`src/verilog/fspa_cfg.svh`:
```
`ifndef FSPA_CFG_SVH
`define FSPA_CFG_SVH
`define FSPA_ADDR_W      16
`define FSPA_SEC0_BASE   16'hF000
`define FSPA_SEC1_BASE   16'hE000
`define FSPA_SEC_BYTES   17'h01000
`define FSPA_SIZE_4K     17'h01000
`define FSPA_SIZE_8K     17'h02000
`define FSPA_OPT_ROP_BIT 0
`define FSPA_OPT_RESET   8'h00
`define FSPA_ERASE_NS    10
`define FSPA_CLK_NS      10
`define FSPA_ERASE_CYC   ((`FSPA_ERASE_NS + `FSPA_CLK_NS - 1) / `FSPA_CLK_NS)
`endif

```
`src/verilog/fspa_pkg.sv`:
```
package fspa_pkg;
  typedef enum logic [1:0] {
    FSPA_MODE_APP,
    FSPA_MODE_IN_APPLICATION_PROGRAMMING,
    FSPA_MODE_INCIRCUIT_PROGRAMMING,
    FSPA_MODE_TOOL
  } fspa_mode_e;

  typedef enum logic [1:0] {
    FSPA_OP_NONE,
    FSPA_OP_PROG,
    FSPA_OP_SECT_ERASE,
    FSPA_OP_MASS_ERASE
  } fspa_op_e;

  typedef struct packed {
    fspa_op_e    op;
    logic [15:0] addr;
    logic [7:0]  data;
    logic        opt;
  } fspa_req_s;

  typedef struct packed {
    logic        we;
    logic [15:0] addr;
    logic [7:0]  data;
    logic        erase;
    logic [1:0]  sector;
    logic        mass;
    logic        opt_we;
    logic [7:0]  opt_data;
  } fspa_cmd_s;
endpackage

```
`src/verilog/fspa_top.sv`:
```
`timescale 1ns/1ps
`include "fspa_cfg.svh"
module fspa_top
  import fspa_pkg::*;
#(
  parameter logic [16:0] FLASH_BYTES = 17'h0F000
) (
  input  wire logic       i_clk,
  input  wire logic       i_srst,
  input  wire fspa_mode_e i_mode,
  input  wire logic       i_tool_attached,
  input  wire logic       i_req_valid,
  input  wire fspa_req_s  i_req,
  input  wire logic [7:0] i_option,
  input  wire logic       i_rd_valid,
  input  wire logic [7:0] i_rd_data,
  input  wire logic       i_app_sclk_o,
  input  wire logic       i_app_sdata_o,
  input  wire logic       i_app_sdata_oe,
  input  wire logic       i_link_sdata_o,
  input  wire logic       i_link_sdata_oe,
  output logic            o_cmd_valid,
  output fspa_cmd_s       o_cmd,
  output logic            o_rejected,
  output logic            o_rd_valid,
  output logic [7:0]      o_rd_data,
  output logic            o_readout_protect,
  output logic            o_auto_erase_busy,
  output logic            o_pins_taken,
  output logic            o_sclk_o,
  output logic            o_sdata_o,
  output logic            o_sdata_oe
);
  typedef struct packed {
    logic       cmd_valid;
    fspa_cmd_s  cmd;
    logic       rejected;
    logic       rd_valid;
    logic [7:0] rd_data;
    logic       rop;
    logic       busy;
    logic [1:0] cnt;
    logic [7:0] pend_opt;
    logic       taken;
    logic       sclk;
    logic       sdo;
    logic       sdoe;
  } fspa_state_s;

  fspa_state_s s_q;
  fspa_state_s s_d;
  logic        a_valid;
  logic [1:0]  a_sector;
  logic        ext_mode;
  logic        allowed;

  fspa_sector_map #(
    .FLASH_BYTES (FLASH_BYTES)
  ) u_map (
    .i_addr   (i_req.addr),
    .o_valid  (a_valid),
    .o_sector (a_sector)
  );

  function automatic logic sector_ok(input fspa_mode_e m, input logic [1:0] sec);
    sector_ok = 1'b0;
    case (m)
      FSPA_MODE_IN_APPLICATION_PROGRAMMING: sector_ok = (sec != 2'h0);
      FSPA_MODE_INCIRCUIT_PROGRAMMING: sector_ok = 1'b1;
      FSPA_MODE_TOOL: sector_ok = 1'b1;
      default: sector_ok = 1'b0;
    endcase
  endfunction

  assign ext_mode = (i_mode == FSPA_MODE_INCIRCUIT_PROGRAMMING) || (i_mode == FSPA_MODE_TOOL);

  always_comb begin
    allowed = 1'b0;
    case (i_req.op)
      FSPA_OP_MASS_ERASE: allowed = ext_mode;
      FSPA_OP_PROG, FSPA_OP_SECT_ERASE: begin
        if (i_req.opt) begin
          allowed = ext_mode && (i_req.op == FSPA_OP_PROG);
        end else begin
          allowed = a_valid && sector_ok(i_mode, a_sector) && !s_q.rop;
        end
      end
      default: allowed = 1'b0;
    endcase
  end

  always_comb begin
    s_d = s_q;
    s_d.cmd_valid = 1'b0;
    s_d.cmd = '0;
    s_d.rejected = 1'b0;
    s_d.rd_valid = i_rd_valid;
    s_d.rd_data = s_q.rop ? 8'h00 : i_rd_data;
    s_d.rop = i_option[`FSPA_OPT_ROP_BIT];
    s_d.taken = i_tool_attached;
    s_d.sclk = i_tool_attached ? 1'b0 : i_app_sclk_o;
    s_d.sdo = i_tool_attached ? i_link_sdata_o : i_app_sdata_o;
    s_d.sdoe = i_tool_attached ? i_link_sdata_oe : i_app_sdata_oe;
    // Unprotecting sweeps every sector through erase; the option byte is rewritten with the last (sector 2) erase.
    if (s_q.busy) begin
      s_d.cmd_valid = 1'b1;
      s_d.cmd.erase = 1'b1;
      s_d.cmd.sector = s_q.cnt;
      if (s_q.cnt == 2'h2) begin
        s_d.busy = 1'b0;
        s_d.cnt = 2'h0;
        s_d.cmd.opt_we = 1'b1;
        s_d.cmd.opt_data = s_q.pend_opt;
        s_d.cmd.mass = 1'b1;
      end else begin
        s_d.cnt = s_q.cnt + 2'h1;
      end
      if (i_req_valid) begin
        s_d.rejected = 1'b1;
      end
    end else if (i_req_valid) begin
      if (!allowed) begin
        s_d.rejected = 1'b1;
      end else if (i_req.opt && s_q.rop && !i_req.data[`FSPA_OPT_ROP_BIT]) begin
        s_d.busy = 1'b1;
        s_d.cnt = 2'h0;
        s_d.pend_opt = i_req.data;
      end else begin
        s_d.cmd_valid = 1'b1;
        s_d.cmd.addr = i_req.addr;
        s_d.cmd.data = i_req.data;
        s_d.cmd.we = (i_req.op == FSPA_OP_PROG) && !i_req.opt;
        s_d.cmd.erase = (i_req.op != FSPA_OP_PROG);
        s_d.cmd.mass = (i_req.op == FSPA_OP_MASS_ERASE);
        s_d.cmd.sector = a_sector;
        s_d.cmd.opt_we = i_req.opt;
        s_d.cmd.opt_data = i_req.data;
      end
    end
  end

  always_ff @(posedge i_clk) begin
    if (i_srst) begin
      s_q <= '0;
    end else begin
      s_q <= s_d;
    end
  end

  assign o_cmd_valid = s_q.cmd_valid;
  assign o_cmd = s_q.cmd;
  assign o_rejected = s_q.rejected;
  assign o_rd_valid = s_q.rd_valid;
  assign o_rd_data = s_q.rd_data;
  assign o_readout_protect = s_q.rop;
  assign o_auto_erase_busy = s_q.busy;
  assign o_pins_taken = s_q.taken;
  assign o_sclk_o = s_q.sclk;
  assign o_sdata_o = s_q.sdo;
  assign o_sdata_oe = s_q.sdoe;

  property p_app_sec0;
    @(posedge i_clk) disable iff (i_srst)
      (i_req_valid && !s_q.busy && i_mode == FSPA_MODE_IN_APPLICATION_PROGRAMMING &&
       !i_req.opt && i_req.op != FSPA_OP_NONE && i_req.addr >= `FSPA_SEC0_BASE) |=>
        o_rejected;
  endproperty
  a_app_sec0: assert property (p_app_sec0) else $error("Sector zero touched.");

  property p_rop_block;
    @(posedge i_clk) disable iff (i_srst)
      (i_req_valid && !s_q.busy && s_q.rop && !i_req.opt &&
       i_req.op != FSPA_OP_MASS_ERASE) |=> (o_rejected && !o_cmd.we);
  endproperty
  a_rop_block: assert property (p_rop_block) else $error("Write passed under protection.");

  property p_rop_read;
    @(posedge i_clk) disable iff (i_srst)
      (s_q.rop && i_rd_valid) |=> (o_rd_data == 8'h00);
  endproperty
  a_rop_read: assert property (p_rop_read) else $error("Read leaked under protection.");

  property p_auto_erase;
    @(posedge i_clk) disable iff (i_srst)
      $rose(o_auto_erase_busy) |-> ##[1:4] (o_cmd_valid && o_cmd.mass && o_cmd.opt_we);
  endproperty
  a_auto_erase: assert property (p_auto_erase) else $error("Auto erase did not finish.");

  property p_rop_opt;
    @(posedge i_clk) disable iff (i_srst)
      ##1 (o_readout_protect == $past(i_option[`FSPA_OPT_ROP_BIT]));
  endproperty
  a_rop_opt: assert property (p_rop_opt) else $error("Protection not from option.");

  property p_pins;
    @(posedge i_clk) disable iff (i_srst)
      i_tool_attached |=> (o_pins_taken && !o_sclk_o && o_sdata_oe == $past(i_link_sdata_oe));
  endproperty
  a_pins: assert property (p_pins) else $error("Application kept serial pins.");

  property p_ignore;
    @(posedge i_clk) disable iff (i_srst)
      o_rejected |-> !(o_cmd_valid && !o_auto_erase_busy && !$past(o_auto_erase_busy));
  endproperty
  a_ignore: assert property (p_ignore) else $error("Rejected request issued.");

  property p_ext_all;
    @(posedge i_clk) disable iff (i_srst)
      (i_req_valid && !s_q.busy && ext_mode && !s_q.rop && !i_req.opt && a_valid &&
       i_req.op == FSPA_OP_SECT_ERASE) |=> (o_cmd_valid && o_cmd.erase && !o_cmd.we);
  endproperty
  a_ext_all: assert property (p_ext_all) else $error("Tool erase refused.");

  property p_busy_reject;
    @(posedge i_clk) disable iff (i_srst)
      (s_q.busy && i_req_valid) |=> (o_rejected && !o_cmd.we);
  endproperty
  a_busy_reject: assert property (p_busy_reject) else $error("Busy request taken.");

  c_prog: cover property (@(posedge i_clk) o_cmd_valid && o_cmd.we);
  c_rej: cover property (@(posedge i_clk) o_rejected);
  c_auto: cover property (@(posedge i_clk) $fell(o_auto_erase_busy));
  c_busy_rej: cover property (@(posedge i_clk) s_q.busy && i_req_valid);
  c_opt: cover property (@(posedge i_clk) o_cmd_valid && o_cmd.opt_we);
endmodule

```
`src/verilog/fspa_sector_map.sv`:
```
`timescale 1ns/1ps
`include "fspa_cfg.svh"
module fspa_sector_map
  import fspa_pkg::*;
#(
  parameter logic [16:0] FLASH_BYTES = 17'h0F000
) (
  input  wire logic [15:0] i_addr,
  output logic             o_valid,
  output logic [1:0]       o_sector
);
  logic [16:0] base_lo;
  assign base_lo = 17'h10000 - FLASH_BYTES;
  always_comb begin
    o_sector = 2'h2;
    if (i_addr >= `FSPA_SEC0_BASE) begin
      o_sector = 2'h0;
    end else if (i_addr >= `FSPA_SEC1_BASE) begin
      o_sector = 2'h1;
    end
    o_valid = ({1'b0, i_addr} >= base_lo);
  end
endmodule

```
`config.mk`:
```
export PLATFORM = sky130hd
export DESIGN_NAME = fspa_top
export DESIGN_NICKNAME = d
export VERILOG_FILES = /design/src/verilog/fspa_pkg.sv /design/src/verilog/fspa_top.sv /design/src/verilog/fspa_sector_map.sv
export VERILOG_INCLUDE_DIRS = /design/src /design/src/verilog
export SDC_FILE = /design/constraint.sdc
export NUM_CORES = 1
export LEC_CHECK = 0
export BUFFER_PORTS_ARGS = -buffer_cell sky130_fd_sc_hd__buf_2
export CAP_MARGIN = 20
export CORE_MARGIN = 2
export CORE_UTILIZATION = 51
export DETAILED_ROUTE_END_ITERATION = 6
export PLACE_DENSITY = 0.85
export SLEW_MARGIN = 20
export SYNTH_ARGS = -nofsm -noshare
export SYNTH_HDL_FRONTEND = slang
export SYNTH_SLANG_ARGS = --single-unit
```
`constraint.sdc`:
```
create_clock -name i_clk -period 5.05 [get_ports i_clk]
set_input_delay 0.505 -clock i_clk [delete_from_list [all_inputs] [get_ports i_clk]]
set_output_delay 0.505 -clock i_clk [all_outputs]
set_load 0.1 [all_outputs]
```
==> flow_summary_export.csv <==
group,metric,value,unit
layout,fin_util,62.5,%
worst_setup_path,critPathMaxFanout,8,
floorplanning,die-area,5640,sq um
worst_setup_path,cp_slowest_cell,"nor4_4",
floorplanning,start_util,53.9,%
worst_setup_path,worstSetupEndpointType,"flop",
power,p_leak,1.43,nW
power,ir_drop,0.000192,V
floorplanning,die_w,75.1,microns
floorplanning,core_area,4790,sq um
routing,ant_nets,0,
global_route,grt_max_degree,33,
worst_setup_path,crit_chain,"buf_2, inv_1, ha_1, a31o_2, a32oi_4, nor4_4, mux2i_1",
logic_synthesis,synthCells,241,
clock_network,cts.sinks,65,
flow_run,maxCapViolations,0,
sta,rsz0062_at_grt,"false",
clock_network,cts_hold_buf,0,
routing,remaining_drc_errors,0,
floorplanning,ios,110,
logic_synthesis,synth.cell_area,2580,sq um
logic_synthesis,async_flop_share,0,%
clock_network,cts_tree,"yes",
routing,dr.pass1.iters,4,
layout,final_common_cell,"buf_2",
sta,worstMarginPinSlew,0.731,ns
worst_setup_path,cp_top_family,"simple AND/OR/NAND/NOR gates",
floorplanning,die_y,75.1,microns
global_route,grt_pass1_vias,1576,
clock_network,clockRootBuffer,"clkbuf_8",
placed_design,post-dp-hpwl,3.19,mm
logic_synthesis,synth_cell_types,36,
sta,drv_slew,0,
layout,synthToLayoutAreaGrowth,15.9,%
logic_synthesis,ys_seq_elements,65,
floorplanning,core.rowCount,25,
routing,vias_per_cell,4.78,
logic_synthesis,synth_flop_cell,"dfxtp_1",
global_route,grt_overflow,0,
placed_design,io_buffers,102,
logic_synthesis,netlist_top_cells_area,"dfxtp_1, buf_4, and2_1",
sta,hold_viol,0,
clock_network,clkTransAtPathRegs,0.07,ns
power,powerDensity,360,nW/um^2
min_path,hold_path.class,"input port to flop",
sta,post-route-period-util,40.0,%
layout,fin_nets,360,
sta,slew_headroom,51.1,%
sta,fin_crit,2.02,ns
sta,fin_skew,0.00590,ns
layout,num_antenna_cells,0,
worst_setup_path,arrival,2.27,ns
clock_network,htree_levels,3,
worst_setup_path,cp_num_buf_inv,2,
sta,setup_viol,0,
layout,layout_common_cells,"buf_2, dfxtp_1, and2_1",
worst_setup_path,critical_path.max_stage_delay,0.68,ns
logic_synthesis,syn_avg_cell_area,10.7,sq um
global_route,grt_antenna_before_repair,0,
worst_setup_path,cp.required,5.30,ns
logic_synthesis,synth_top_area_share,50.5,%
clock_network,numCtsBuffers,9,
logic_synthesis,ys_seq_area_share,50.5,%
global_route,grtUsageTotal,16.5,%
routing,vias,1789,
routing,wl_per_cell,11.9,microns
worst_setup_path,worstSetupPathType,"input port to flop",
sta,fmax,495,MHz
logic_synthesis,synth.yosys.warnings,0,
clock_network,clk_latency,0.33,ns
logic_synthesis,synth_edf_count,0,
outcome,run_status,"finished, final reports clean",
clock_network,ctsResizeCount,0,
logic_synthesis,yosysTopAreaCell,"dfxtp_1",
clock_network,postCtsSetupBuffers,0,
logic_synthesis,syn-num-nets,299,
routing,wirelength,4.46,mm
worst_setup_path,critical_path.startpoint_type,"input port",
layout,drive_gt1_share,41.4,%
clock_network,clock_path_buffers,2,
placed_design,gp_congestion,0.885,
routing,drtIter0Drc,72,
global_route,grt_pass1_wl,6.95,mm
sta,setup_tns,0,ns
## final cells by class
cell class | instances | area, sq um
clock buffers | 10 | 138
repair buffers | 103 | 518
clock inverters | 6 | 43.8
well taps | 67 | 83.8
multi-input cells | 120 | 893
flip-flops and latches | 65 | 1300
inverters | 3 | 11.3
fillers | 435 | 1800
## worst paths after layout
path / start / endpoint / cells past startpoint / slack, ns
max: i_req[26] / s_q[8]$_SDFFE_PP0P_ / 7 / 3.03
min: i_rd_data[3] / o_rd_data[3]$_SDFF_PP0_ / 2 / 0.37
max reg2reg: o_readout_protect$_SDFF_PP0_ / s_q[8]$_SDFFE_PP0P_ / 4 / 3.21
min reg2reg: s_q[8]$_SDFFE_PP0P_ / o_cmd[4]$_SDFF_PP0_ / 1 / 0.47
## cells by family after synthesis
kind of cell	Yosys count	share of synthesized area [%]
muxes	9	3.49
adders and majority gates	3	1.46
AOI/OAI and AO/OA	24	8.49
buffers and inverters	56	15.2
and+or+nand+nor	84	20.9
DFF	65	50.5
## through the flow
stage	hold slack, ns	worst slack (ns)	std cells	power (mW)	cell area [sq um]
finish	0.371	3.03	374	1.08	2990
global route	0.342	2.90	374	1.13	2990
CTS	0.349	3.01	374	1.09	2990
detailed placement	0.457	2.65	358	0.700	2810
global placement	0.454	2.70	358	0.698	2810
floorplan	0.434	2.90	241	0.671	2580
## report_power, final
part / leakage [nW] / switching [mW] / total [mW] / internal [mW]
Combinational: 0.821 / 0.121 / 0.160 / 0.0385
Sequential: 0.528 / 0.00313 / 0.527 / 0.524
Clock: 0.0805 / 0.198 / 0.389 / 0.191
Total: 1.43 / 0.323 / 1.08 / 0.754
## sequential cells by signal, summed over array words and instances, names as in the netlist
register	cells
o_pins_taken	1
o_rd_valid	1
s_q	10
o_rd_data	8
o_sclk_o	1
o_rejected	1
o_auto_erase_busy	1
o_sdata_o	1
o_cmd_valid	1
o_cmd	38
o_sdata_oe	1
o_readout_protect	1
## metal layers
metal  wire, microns  up-vias  global-route usage, %
li1                -      878                      -
met3             465        6                   8.97
met5               0        -                      0
met1            1870      826                   18.9
met2            2070       79                   25.9
met4              55        0                   6.55
## Yosys cell counts (2+ instances only)
cell	number
dfxtp_1	65
a21o_1	2
inv_1	3
nor2_1	6
and2_1	31
buf_2	2
mux2i_1	9
a21oi_1	3
o31ai_1	3
nand3_1	4
ha_1	3
o41ai_1	2
nor3b_1	3
buf_4	46
a32o_1	2
nor2b_1	5
a22o_1	7
nand3b_1	4
nand2b_1	17
clkbuf_1	4
nand2_1	4
and3_1	2
No activity file was read; power rests on OpenSTA's default activity.
